$ cat src/fan_lut_pkg.sv
package fan_lut_pkg;

	// ****************************************************************
	// Register map
	// ****************************************************************
	// Offsets 0x61 and 0x63 are not word aligned, so every offset is kept
	// as a register index and the byte address is four times that index.
	localparam logic [7:0]  IDX_THRESH_NINE = 8'h60;
	localparam logic [7:0]  IDX_DUTY_NINE   = 8'h61;
	localparam logic [7:0]  IDX_THRESH_TEN  = 8'h62;
	localparam logic [7:0]  IDX_DUTY_TEN    = 8'h63;
	localparam logic [7:0]  IDX_TABLE_CTRL  = 8'h70;
	localparam logic [7:0]  IDX_TABLE_STAT  = 8'h71;

	localparam logic [7:0]  RST_THRESH      = 8'h7F;
	localparam logic [7:0]  RST_DUTY        = 8'h3F;
	localparam logic [7:0]  RST_CTRL        = 8'h00;

	// ****************************************************************
	// Control register fields
	// ****************************************************************
	localparam int          CTRL_WR_EN      = 0;
	localparam int          CTRL_TEMP_HIRES = 1;
	localparam int          CTRL_DUTY_HIRES = 2;
	localparam int          CTRL_FREQ_LSB   = 3;
	localparam int          FREQ_W          = 3;
	localparam int          CTRL_OFS_LSB    = 8;

	// Frequency code that selects the 22.5 kHz output.
	localparam logic [2:0]  FREQ_22K5       = 3'h7;

	// ****************************************************************
	// Types
	// ****************************************************************
	typedef struct packed {
		logic [10:0] paddr;
		logic        psel;
		logic        penable;
		logic        pwrite;
		logic [31:0] pwdata;
	} apb_req_t;

	typedef struct packed {
		logic [31:0] prdata;
		logic        pready;
		logic        pslverr;
	} apb_rsp_t;

	typedef enum logic [1:0] {
		SEL_NONE,
		SEL_NINE,
		SEL_TEN
	} entry_sel_t;

endpackage : fan_lut_pkg
$ cat src/fan_lut_entries_nine_ten.sv
// The APB register port was chosen for this implementation.
`timescale 1ns/1ns
// Contract
// - Low-res temperature mode: threshold top bit unused, reads zero.
// - High-res temperature mode: 8-bit threshold, 0 to 127.5 C, half steps.
// - Low-res temperature mode: lower seven bits are whole degrees, 0 to 127.
// - Reading above ninth threshold but not above tenth drives PWM with ninth duty.
// - Reading above tenth threshold drives PWM with tenth duty.
// - Compare upper 9 reading bits high-res, upper 8 bits low-res.
// - Thresholds are positive only; sign bit assumed zero.
// - Table temperature offset adds to thresholds for higher limits.
// - Low-res duty mode: duty top two bits unused, read zero.
// - High-res duty mode: top two bits join lower six into duty.
// - Extended duty bits act only at the 22.5 kHz setting.
// - Low-res duty mode: lower six duty bits are the PWM value.
module fan_lut_entries_nine_ten
	import fan_lut_pkg::*;
(
	input  wire logic                 pclk,
	input  wire logic                 presetn,
	input  wire fan_lut_pkg::apb_req_t apb_req,
	output fan_lut_pkg::apb_rsp_t      apb_rsp,
	input  wire logic [10:0]          remote_temp,
	output logic [7:0]                pwm_duty,
	output logic                      pwm_duty_valid
);
	import fan_lut_pkg::*;

	// ****************************************************************
	// Register storage
	// ****************************************************************
	logic [7:0]        thresh_nine_r;
	logic [7:0]        duty_nine_r;
	logic [7:0]        thresh_ten_r;
	logic [7:0]        duty_ten_r;
	logic [15:0]       ctrl_r;
	entry_sel_t        sel_r;
	apb_rsp_t          rsp_r;
	logic [7:0]        duty_r;
	logic              valid_r;

	logic              wr_en;
	logic              temp_hires;
	logic              duty_hires;
	logic              ext_ok;
	logic [7:0]        table_ofs;
	logic [7:0]        word_idx;
	logic              acc_wr;
	logic              acc_rd;

	assign wr_en      = ctrl_r[CTRL_WR_EN];
	assign temp_hires = ctrl_r[CTRL_TEMP_HIRES];
	assign duty_hires = ctrl_r[CTRL_DUTY_HIRES];
	assign table_ofs  = ctrl_r[CTRL_OFS_LSB +: 8];
	assign ext_ok     = duty_hires && (ctrl_r[CTRL_FREQ_LSB +: FREQ_W] == FREQ_22K5);
	assign word_idx   = apb_req.paddr[9:2];
	assign acc_wr     = apb_req.psel && apb_req.penable && apb_req.pwrite;
	assign acc_rd     = apb_req.psel && !apb_req.penable && !apb_req.pwrite;

	// ****************************************************************
	// Read-side views of the table entries
	// ****************************************************************
	function automatic logic [7:0] thresh_view(input logic [7:0] t, input logic hi);
		thresh_view = hi ? t : {1'b0, t[6:0]};
	endfunction : thresh_view

	function automatic logic [7:0] duty_view(input logic [7:0] d, input logic hi);
		duty_view = hi ? d : {2'b00, d[5:0]};
	endfunction : duty_view

	// ****************************************************************
	// Control register and table writes
	// ****************************************************************
	always_ff @(posedge pclk or negedge presetn) begin
		if (!presetn) begin
			ctrl_r <= {8'h00, RST_CTRL};
		end else if (acc_wr && word_idx == IDX_TABLE_CTRL) begin
			ctrl_r <= apb_req.pwdata[15:0];
		end
	end

	// Writes with the enable clear are accepted on the bus but dropped,
	// so software sees no error, only an unchanged entry.
	always_ff @(posedge pclk or negedge presetn) begin
		if (!presetn) begin
			thresh_nine_r <= RST_THRESH;
			duty_nine_r   <= RST_DUTY;
			thresh_ten_r  <= RST_THRESH;
			duty_ten_r    <= RST_DUTY;
		end else if (acc_wr && wr_en) begin
			if (word_idx == IDX_THRESH_NINE) begin
				thresh_nine_r <= apb_req.pwdata[7:0];
			end else if (word_idx == IDX_DUTY_NINE) begin
				duty_nine_r <= apb_req.pwdata[7:0];
			end else if (word_idx == IDX_THRESH_TEN) begin
				thresh_ten_r <= apb_req.pwdata[7:0];
			end else if (word_idx == IDX_DUTY_TEN) begin
				duty_ten_r <= apb_req.pwdata[7:0];
			end
		end
	end

	// ****************************************************************
	// APB response: no wait states, read data loaded in setup
	// ****************************************************************
	always_ff @(posedge pclk or negedge presetn) begin
		if (!presetn) begin
			rsp_r <= '0;
		end else begin
			rsp_r.pready <= apb_req.psel && !apb_req.penable;
			if (acc_rd) begin
				rsp_r.pslverr <= 1'b0;
				if (word_idx == IDX_THRESH_NINE) begin
					rsp_r.prdata <= {24'h000000, thresh_view(thresh_nine_r, temp_hires)};
				end else if (word_idx == IDX_DUTY_NINE) begin
					rsp_r.prdata <= {24'h000000, duty_view(duty_nine_r, duty_hires)};
				end else if (word_idx == IDX_THRESH_TEN) begin
					rsp_r.prdata <= {24'h000000, thresh_view(thresh_ten_r, temp_hires)};
				end else if (word_idx == IDX_DUTY_TEN) begin
					rsp_r.prdata <= {24'h000000, duty_view(duty_ten_r, duty_hires)};
				end else if (word_idx == IDX_TABLE_CTRL) begin
					rsp_r.prdata <= {16'h0000, ctrl_r};
				end else if (word_idx == IDX_TABLE_STAT) begin
					rsp_r.prdata <= {22'h000000, sel_r, duty_r};
				end else begin
					rsp_r.prdata  <= 32'h00000000;
					rsp_r.pslverr <= 1'b1;
				end
			end else if (apb_req.psel && !apb_req.penable) begin
				rsp_r.prdata  <= 32'h00000000;
				rsp_r.pslverr <= !(word_idx == IDX_THRESH_NINE || word_idx == IDX_DUTY_NINE ||
					word_idx == IDX_THRESH_TEN || word_idx == IDX_DUTY_TEN ||
					word_idx == IDX_TABLE_CTRL || word_idx == IDX_TABLE_STAT);
			end
		end
	end

	assign apb_rsp = rsp_r;

	// ****************************************************************
	// Threshold compare
	// ****************************************************************
	// Everything is compared in half degrees, 10 bits wide, so the
	// offset can push a limit past 127.5 C without wrapping.
	logic [9:0] reading_half;
	logic [9:0] limit_nine;
	logic [9:0] limit_ten;
	logic       above_nine;
	logic       above_ten;

	function automatic logic [9:0] limit_of(input logic [7:0] t, input logic hi,
		input logic [7:0] ofs);
		logic [9:0] base;
		base = hi ? {2'b00, t[6:0], t[7]} : {2'b00, t[6:0], 1'b0};
		limit_of = base + {1'b0, ofs, 1'b0};
	endfunction : limit_of

	// Reading is 11 bits in eighths of a degree, unsigned; the low three
	// bits are dropped in low-res and two in high-res.
	assign reading_half = temp_hires ? {1'b0, remote_temp[10:2]}
		: {1'b0, remote_temp[10:3], 1'b0};
	assign limit_nine   = limit_of(thresh_nine_r, temp_hires, table_ofs);
	assign limit_ten    = limit_of(thresh_ten_r, temp_hires, table_ofs);
	assign above_nine   = reading_half > limit_nine;
	assign above_ten    = reading_half > limit_ten;

	// ****************************************************************
	// Duty selection
	// ****************************************************************
	function automatic logic [7:0] duty_eff(input logic [7:0] d, input logic ext);
		duty_eff = ext ? d : {2'b00, d[5:0]};
	endfunction : duty_eff

	always_ff @(posedge pclk or negedge presetn) begin
		if (!presetn) begin
			sel_r   <= SEL_NONE;
			duty_r  <= 8'h00;
			valid_r <= 1'b0;
		end else if (above_ten) begin
			sel_r   <= SEL_TEN;
			duty_r  <= duty_eff(duty_ten_r, ext_ok);
			valid_r <= 1'b1;
		end else if (above_nine) begin
			sel_r   <= SEL_NINE;
			duty_r  <= duty_eff(duty_nine_r, ext_ok);
			valid_r <= 1'b1;
		end else begin
			sel_r   <= SEL_NONE;
			duty_r  <= 8'h00;
			valid_r <= 1'b0;
		end
	end

	assign pwm_duty       = duty_r;
	assign pwm_duty_valid = valid_r;

endmodule : fan_lut_entries_nine_ten

$ cat config.mk
export PLATFORM = sky130hd
export DESIGN_NAME = fan_lut_entries_nine_ten
export DESIGN_NICKNAME = d
export VERILOG_FILES = /design/src/fan_lut_pkg.sv /design/src/fan_lut_entries_nine_ten.sv
export SDC_FILE = /design/constraint.sdc
export NUM_CORES = 1
export LEC_CHECK = 0
export BUFFER_PORTS_ARGS = -buffer_cell sky130_fd_sc_hd__buf_2
export CORE_MARGIN = 2
export CORE_UTILIZATION = 35
export CTS_CLUSTER_SIZE = 30
export DETAILED_ROUTE_END_ITERATION = 16
export HOLD_SLACK_MARGIN = 0.06
export PLACE_DENSITY = 0.55
export SYNTH_ARGS = -nofsm -noshare
export SYNTH_HDL_FRONTEND = slang
export SYNTH_SLANG_ARGS = --single-unit
$ cat constraint.sdc
create_clock -name pclk -period 3.7 [get_ports pclk]
set_clock_uncertainty 0.1 [all_clocks]
set_input_delay 0.555 -clock pclk [delete_from_list [all_inputs] [get_ports pclk]]
set_output_delay 0.555 -clock pclk [all_outputs]
set_load 0.05 [all_outputs]
Word level (Yosys, flattened, before mapping) --
Index checks and enable logic that the tools add are counted.
Cells by class: eq/ne operators 7, div/mod/pow operators 0, reductions and logical operators 20, shift-type cells 0, mux-type cells 31, multipliers 0, bitwise operators 3, magnitude comparators 2, add/subtract/negate cells 2
Operator list (number):
- 2-to-1 mux 16 bit | 5
- 2-to-1 mux 32 bit | 2
- 2-to-1 mux 8 bit | 8
- == test 8 x 7 -> 1 bit (second input constant) | 6
- adder 8 x 9 -> 10 bit | 2
- > comparator 9 x 10 -> 1 bit | 2
- 2-to-1 mux 1 bit | 14
- 2-to-1 mux 10 bit | 1
- logical AND 1 bit | 7
- logical OR 1 bit | 5
- AND reduction 5 bit | 1
- AND reduction 4 bit | 1
- == test 3 bit (second input constant) | 1
- logical NOT 1 bit | 3
- NOT 1 bit | 3
- AND reduction 3 bit | 1
- 2-to-1 mux 2 bit | 1
- AND reduction 2 bit | 1
- nonzero test 2 bit | 1
Storage, ports and cells: output and inout bits 43, memories 0, bits of input ports 59, register bits 93, ROM bits 0, logic and storage cells 76, bits in latches 0, memory bits (writable) 0

Longest topological paths before layout --
depth after elaboration 9, gate-level depth with buffers 14, depth with buffers taken out 14

Least setup slack after synthesis --
No wires, ideal clock.
path kind register -> register, start point register ctrl_r[8], end point register valid_r, in the netlist pwm_duty_valid, library setup time 127 ps, setup slack 357 ps, stages on the path, launching flop included 13, clock period less this slack 3343 ps, data required time 3473 ps, path buffers 0, arrival time 3116 ps, path through dfrtp_1 -> ha_1 -> fa_1 -> a211oi_1 -> o21bai_1 -> a21oi_1 -> xor2_1 -> ha_1 -> a2111oi_0 -> o221ai_1 -> o2111ai_2 -> inv_1 -> or2_2
Between the ends: cells in the longest elaborated chain, start to end 4, elaborated cells on any way between the ends 6, classes of those cells add/sub (2); order compare (2); mux (2)
Ends and longest elaborated chain:
- start: declaration | line fan_lut_entries_nine_ten.sv:36 | logic [15:0] ctrl_r;
- start signal: assignment | line fan_lut_entries_nine_ten.sv:76 | ctrl_r <= {8'h00, RST_CTRL};
- start signal: assignment | line fan_lut_entries_nine_ten.sv:78 | ctrl_r <= apb_req.pwdata[15:0];
- adder 8 x 9 -> 10 bit | line fan_lut_entries_nine_ten.sv:155 | limit_of = base + {1'b0, ofs, 1'b0};
- > comparator 9 x 10 -> 1 bit | line fan_lut_entries_nine_ten.sv:164 | assign above_nine = reading_half > limit_nine;
- 2-to-1 mux 1 bit | line fan_lut_entries_nine_ten.sv:183 | end else if (above_nine) begin
- 2-to-1 mux 1 bit * | line fan_lut_entries_nine_ten.sv:179 | end else if (above_ten) begin
- end signal: assignment | line fan_lut_entries_nine_ten.sv:178 | valid_r <= 1'b0;
- end signal: assignment | line fan_lut_entries_nine_ten.sv:182 | valid_r <= 1'b1;
- end signal: assignment | line fan_lut_entries_nine_ten.sv:186 | valid_r <= 1'b1;
- end: declaration | line fan_lut_entries_nine_ten.sv:40 | logic valid_r;
Every way passes the cells marked *; elsewhere a longest branch is shown, timed or not. A chain may end at the register's enable or synchronous reset.

Worst setup path in the final report --
start point register thresh_nine_r[0], end point register duty_r[7], in the netlist pwm_duty[7]
Between the ends: cells in the longest elaborated chain, start to end 4
Ends and longest elaborated chain:
- start: declaration | line fan_lut_entries_nine_ten.sv:32 | logic [7:0] thresh_nine_r;
- start signal: assignment | line fan_lut_entries_nine_ten.sv:92 | thresh_nine_r <= apb_req.pwdata[7:0];
- adder 8 x 9 -> 10 bit | line fan_lut_entries_nine_ten.sv:155
- > comparator 9 x 10 -> 1 bit | line fan_lut_entries_nine_ten.sv:164
- 2-to-1 mux 8 bit | line fan_lut_entries_nine_ten.sv:183
- 2-to-1 mux 8 bit | line fan_lut_entries_nine_ten.sv:179
- end signal: assignment | line fan_lut_entries_nine_ten.sv:181 | duty_r <= duty_eff(duty_ten_r, ext_ok);
- end signal: assignment | line fan_lut_entries_nine_ten.sv:185 | duty_r <= duty_eff(duty_nine_r, ext_ok);
- end: declaration | line fan_lut_entries_nine_ten.sv:39 | logic [7:0] duty_r;
Every way passes these cells.

==> results_dict.tcl <==
set metrics [dict create \
    start_util 0.355 \
    worstPathArrival_ns 3.67 \
    async_flop_share 1.00 \
    final_core_utilization 0.418 \
    status "complete, no violations" \
    final_cells 676 \
    ys.flop_type "dfrtp_1" \
    grt_pass1_vias 3558 \
    grt_max_degree 78 \
    cpPeakStageDelay_ns 0.54 \
    cts_max_path_buffers 2 \
    crit_top_cell "ha_1" \
    cp-start-kind "flop" \
    cts_setup_buffers 0 \
    final_nets 588 \
    post-dp-hpwl_mm 9.24 \
    pre_cts_ws_ns 0.00546 \
    place.gp.congestion 0.869 \
    cap_violations 0 \
    drive_gt1_frac 0.366 \
    final_cell_area_um2 5490 \
    synthSimpleGateAreaFrac 0.141 \
    portBuffers 64 \
    min_path_type "in -> async" \
    setup_ws_ns 0.182 \
    worst_setup_path_end_kind "flop" \
    synthMuxAreaShare 0.144 \
    synth_area_um2 4670 \
    cts_tree "yes" \
    wire_per_inst_um 18.0 \
    synth_compound_area_frac 0.123 \
    irDropWorstVdd_mv 0.194 \
    yosys_warnings 0 \
    num_rows 42 \
    min_period_ns 3.52 \
    cts.sinks 77 \
    fillers 1303 \
    dieArea_um2 14300 \
    core_area_um2 13100 \
    multi_input_area_um2 2550 \
    diodes 0 \
    synth_xor_area_frac 0.0206 \
    clkSlewWorstSetupHoldPaths_ns 0.06 \
    power.density_nw_per_um2 352 \
    route.antenna.remaining_nets 0 \
    setup_viol 0 \
    ff2ff_setup_slack_ns 0.18 \
    slew_headroom 0.343 \
    die_w_um 119 \
    fp.dieH_um 119 \
    grt_util_met1 0.252 \
    pin_count 102 \
    syn_avg_cell_area_um2 10.9 \
    worst_pin_slew_ns 0.986 \
    vias_per_cell 5.17 \
    netlist_instances 428 \
    numCtsBuffers 9 \
    ys_ff_latch 77 \
    area_growth_syn_to_layout_pct 17.6 \
    place_area_um2 5150 \
    final.setup.tns_ns 0 \
    synth_top_family_by_area "multiplexers" \
    insertion_delay_ns 0.33 \
    antenna_found_initial 0 \
    drc 0 \
    cts_max_level 3 \
    required_ns 3.85 \
    synthAdderAreaFrac 0.0944 \
    use_met3 0.0326 \
    synth_edf_count 0 \
    vias 3495 \
    dr.pass1.iters 4 \
    wirelength_mm 12.2 \
    cp_slowest_cell "dfstp_2" \
    power_mw 1.93 \
    ys_seq_area_frac 0.420 \
    drt_first_iter_violations 225 \
    grt_pass1_wl_mm 19.7 \
    clockRootBuffer "clkbuf_16" \
    grt_usage 0.181 \
    fmax_ghz 0.284 \
    use_met2 0.285 \
    slew_violations 0 \
    worstSetupPathType "reg -> reg" \
    regArea_um2 1960 \
    busiest_layer "met2" \
    period_share 0.951 \
    rsz0062_at_grt "false" \
    hold_ws_ns 0.273 \
    cp_max_fo 9 \
    placedCellCount 660 \
    hold_buffers 0 \
    finalHoldViolCount 0 \
    p_leak_nw 2.65 \
    overflow 0 \
    crit_chain "ha_1 > inv_1 > fa_1 > nand2b_4 > a21oi_2 > o21ai_0 > nand2b_1 > xnor2_1 > ha_1 > a211oi_1 > a221oi_1 > o21ai_1 > buf_12 > or4_1 > mux2i_1" \
    yosysUniqueCellTypes 66 \
]
[sequential cells by signal, indices dropped and copies added, names as in the netlist]
| signal | count |
|---|---|
| duty_ten_r | 8 |
| ctrl_r | 16 |
| apb_rsp | 18 |
| pwm_duty | 8 |
| duty_nine_r | 8 |
| thresh_nine_r | 8 |
| thresh_ten_r | 8 |
| sel_r | 2 |
| pwm_duty_valid | 1 |
[cell type report]
cell class | instances | share of cell area
sequential | 77 | 0.357
tap | 176 | 0.0401
clock buffer | 13 | 0.0511
timing repair buffer | 72 | 0.0743
multi-input combinational | 320 | 0.464
clock inverter | 3 | 0.00319
inverter | 15 | 0.0103
[cell families (layout without fill, tap and decap cells)]
group | after synthesis | after routing
AND/OR/NAND/NOR | 113 | 113
AO/OA/AOI/OAI | 85 | 85
flip-flops | 77 | 77
multiplexers | 61 | 61
buffers and inverters | 46 | 103
adder cells (fa/ha/maj) | 34 | 34
XOR/XNOR | 11 | 11
other | 1 | 16
[power breakdown]
group	internal [mW]	switching (mW)	total (mW)	leakage, nW
registers	0.853	0.00689	0.860	0.950
logic	0.0595	0.147	0.206	1.55
clock network	0.525	0.338	0.863	0.148
[final timing paths]
path	from	to	cells after the start
hold reg to reg	apb_rsp[0]$_DFFE_PN0P_	apb_rsp[0]$_DFFE_PN0P_	2
max in group asynchronous	presetn	ctrl_r[11]$_DFFE_PN0P_	1
min in group pclk	apb_req[9]	ctrl_r[9]$_DFFE_PN0P_	3
hold / removal	presetn	apb_rsp[4]$_DFFE_PN0P_	1
setup / recovery	thresh_nine_r[0]$_DFFE_PN1P_	pwm_duty[7]$_DFF_PN0_	15
setup reg to reg	thresh_nine_r[0]$_DFFE_PN1P_	pwm_duty[7]$_DFF_PN0_	15
[cell usage in the layout, fill, tap and decap left out, types with 3 or more instances in the layout]
master      n
a211oi_1    3
mux2_2     50
nor3_1      4
clkbuf_16   9
nand4_1     3
a32oi_1     3
inv_1      15
buf_4       7
ha_1       32
dfrtp_1    51
nand2_1    33
nor2_1     25
conb_1     16
nor2b_1     5
clkbuf_8    4
a22o_1      6
nand2b_1    7
nand3_1     5
and2_1      3
buf_2      63
a21oi_1    19
o21ai_0    19
a31oi_1     3
xor2_1      9
a21o_1      6
dfstp_2    26
nor4b_1     7
mux2i_1    11
[routing by layer]
layer | up-vias | wire [µm]
met1 | 1717 | 5600
met5 | - | 0
met4 | 0 | 234
met2 | 101 | 5710
met3 | 12 | 649
li1 | 1665 | -
[critical path, delay by kind of cell (launching register included)]
| family | cells | cell delay, ns |
|---|---|---|
| adders and majority gates | 3 | 0.85 |
| and+or+nand+nor | 3 | 0.76 |
| AOI/OAI and AO/OA | 5 | 0.74 |
| DFF | 1 | 0.54 |
| buffers and inverters | 2 | 0.23 |
| muxes | 1 | 0.13 |
| xor gates and xnor gates | 1 | 0.08 |
[synth_stat cells (all sizes together) (2+ instances only)]
master / count / area (µm²)
mux2i: 11 / 110
nor4b: 7 / 61.3
a211oi: 4 / 30.0
a32oi: 3 / 26.3
dfrtp: 51 / 1280
mux2: 50 / 563
or4: 3 / 26.3
and2: 3 / 18.8
ha: 32 / 400
and4: 2 / 17.5
o21ai: 20 / 100
a21o: 6 / 45.0
nand2b: 9 / 63.8
a31oi: 3 / 18.8
buf: 21 / 166
nor2: 29 / 138
nor2b: 5 / 31.3
o41ai: 2 / 17.5
nor3: 5 / 36.3
nand4: 3 / 18.8
a221oi: 2 / 17.5
xor2: 9 / 78.8
dfstp: 26 / 683
inv: 15 / 56.3
nand2: 33 / 124
clkbuf: 10 / 37.5
nand3: 5 / 25.0
a22oi: 2 / 15.0
a21oi: 21 / 105
a22o: 6 / 52.6
o32ai: 2 / 17.5
fa: 2 / 40.0
xnor2: 2 / 17.5
[timing repair]
action | 4_1_cts | 5_1_grt
resized for setup | 1 | 7
pin swaps | 0 | 1
endpoints found under the setup margin | 1 | 11
Note: power is estimated with default switching activity, not from simulation.
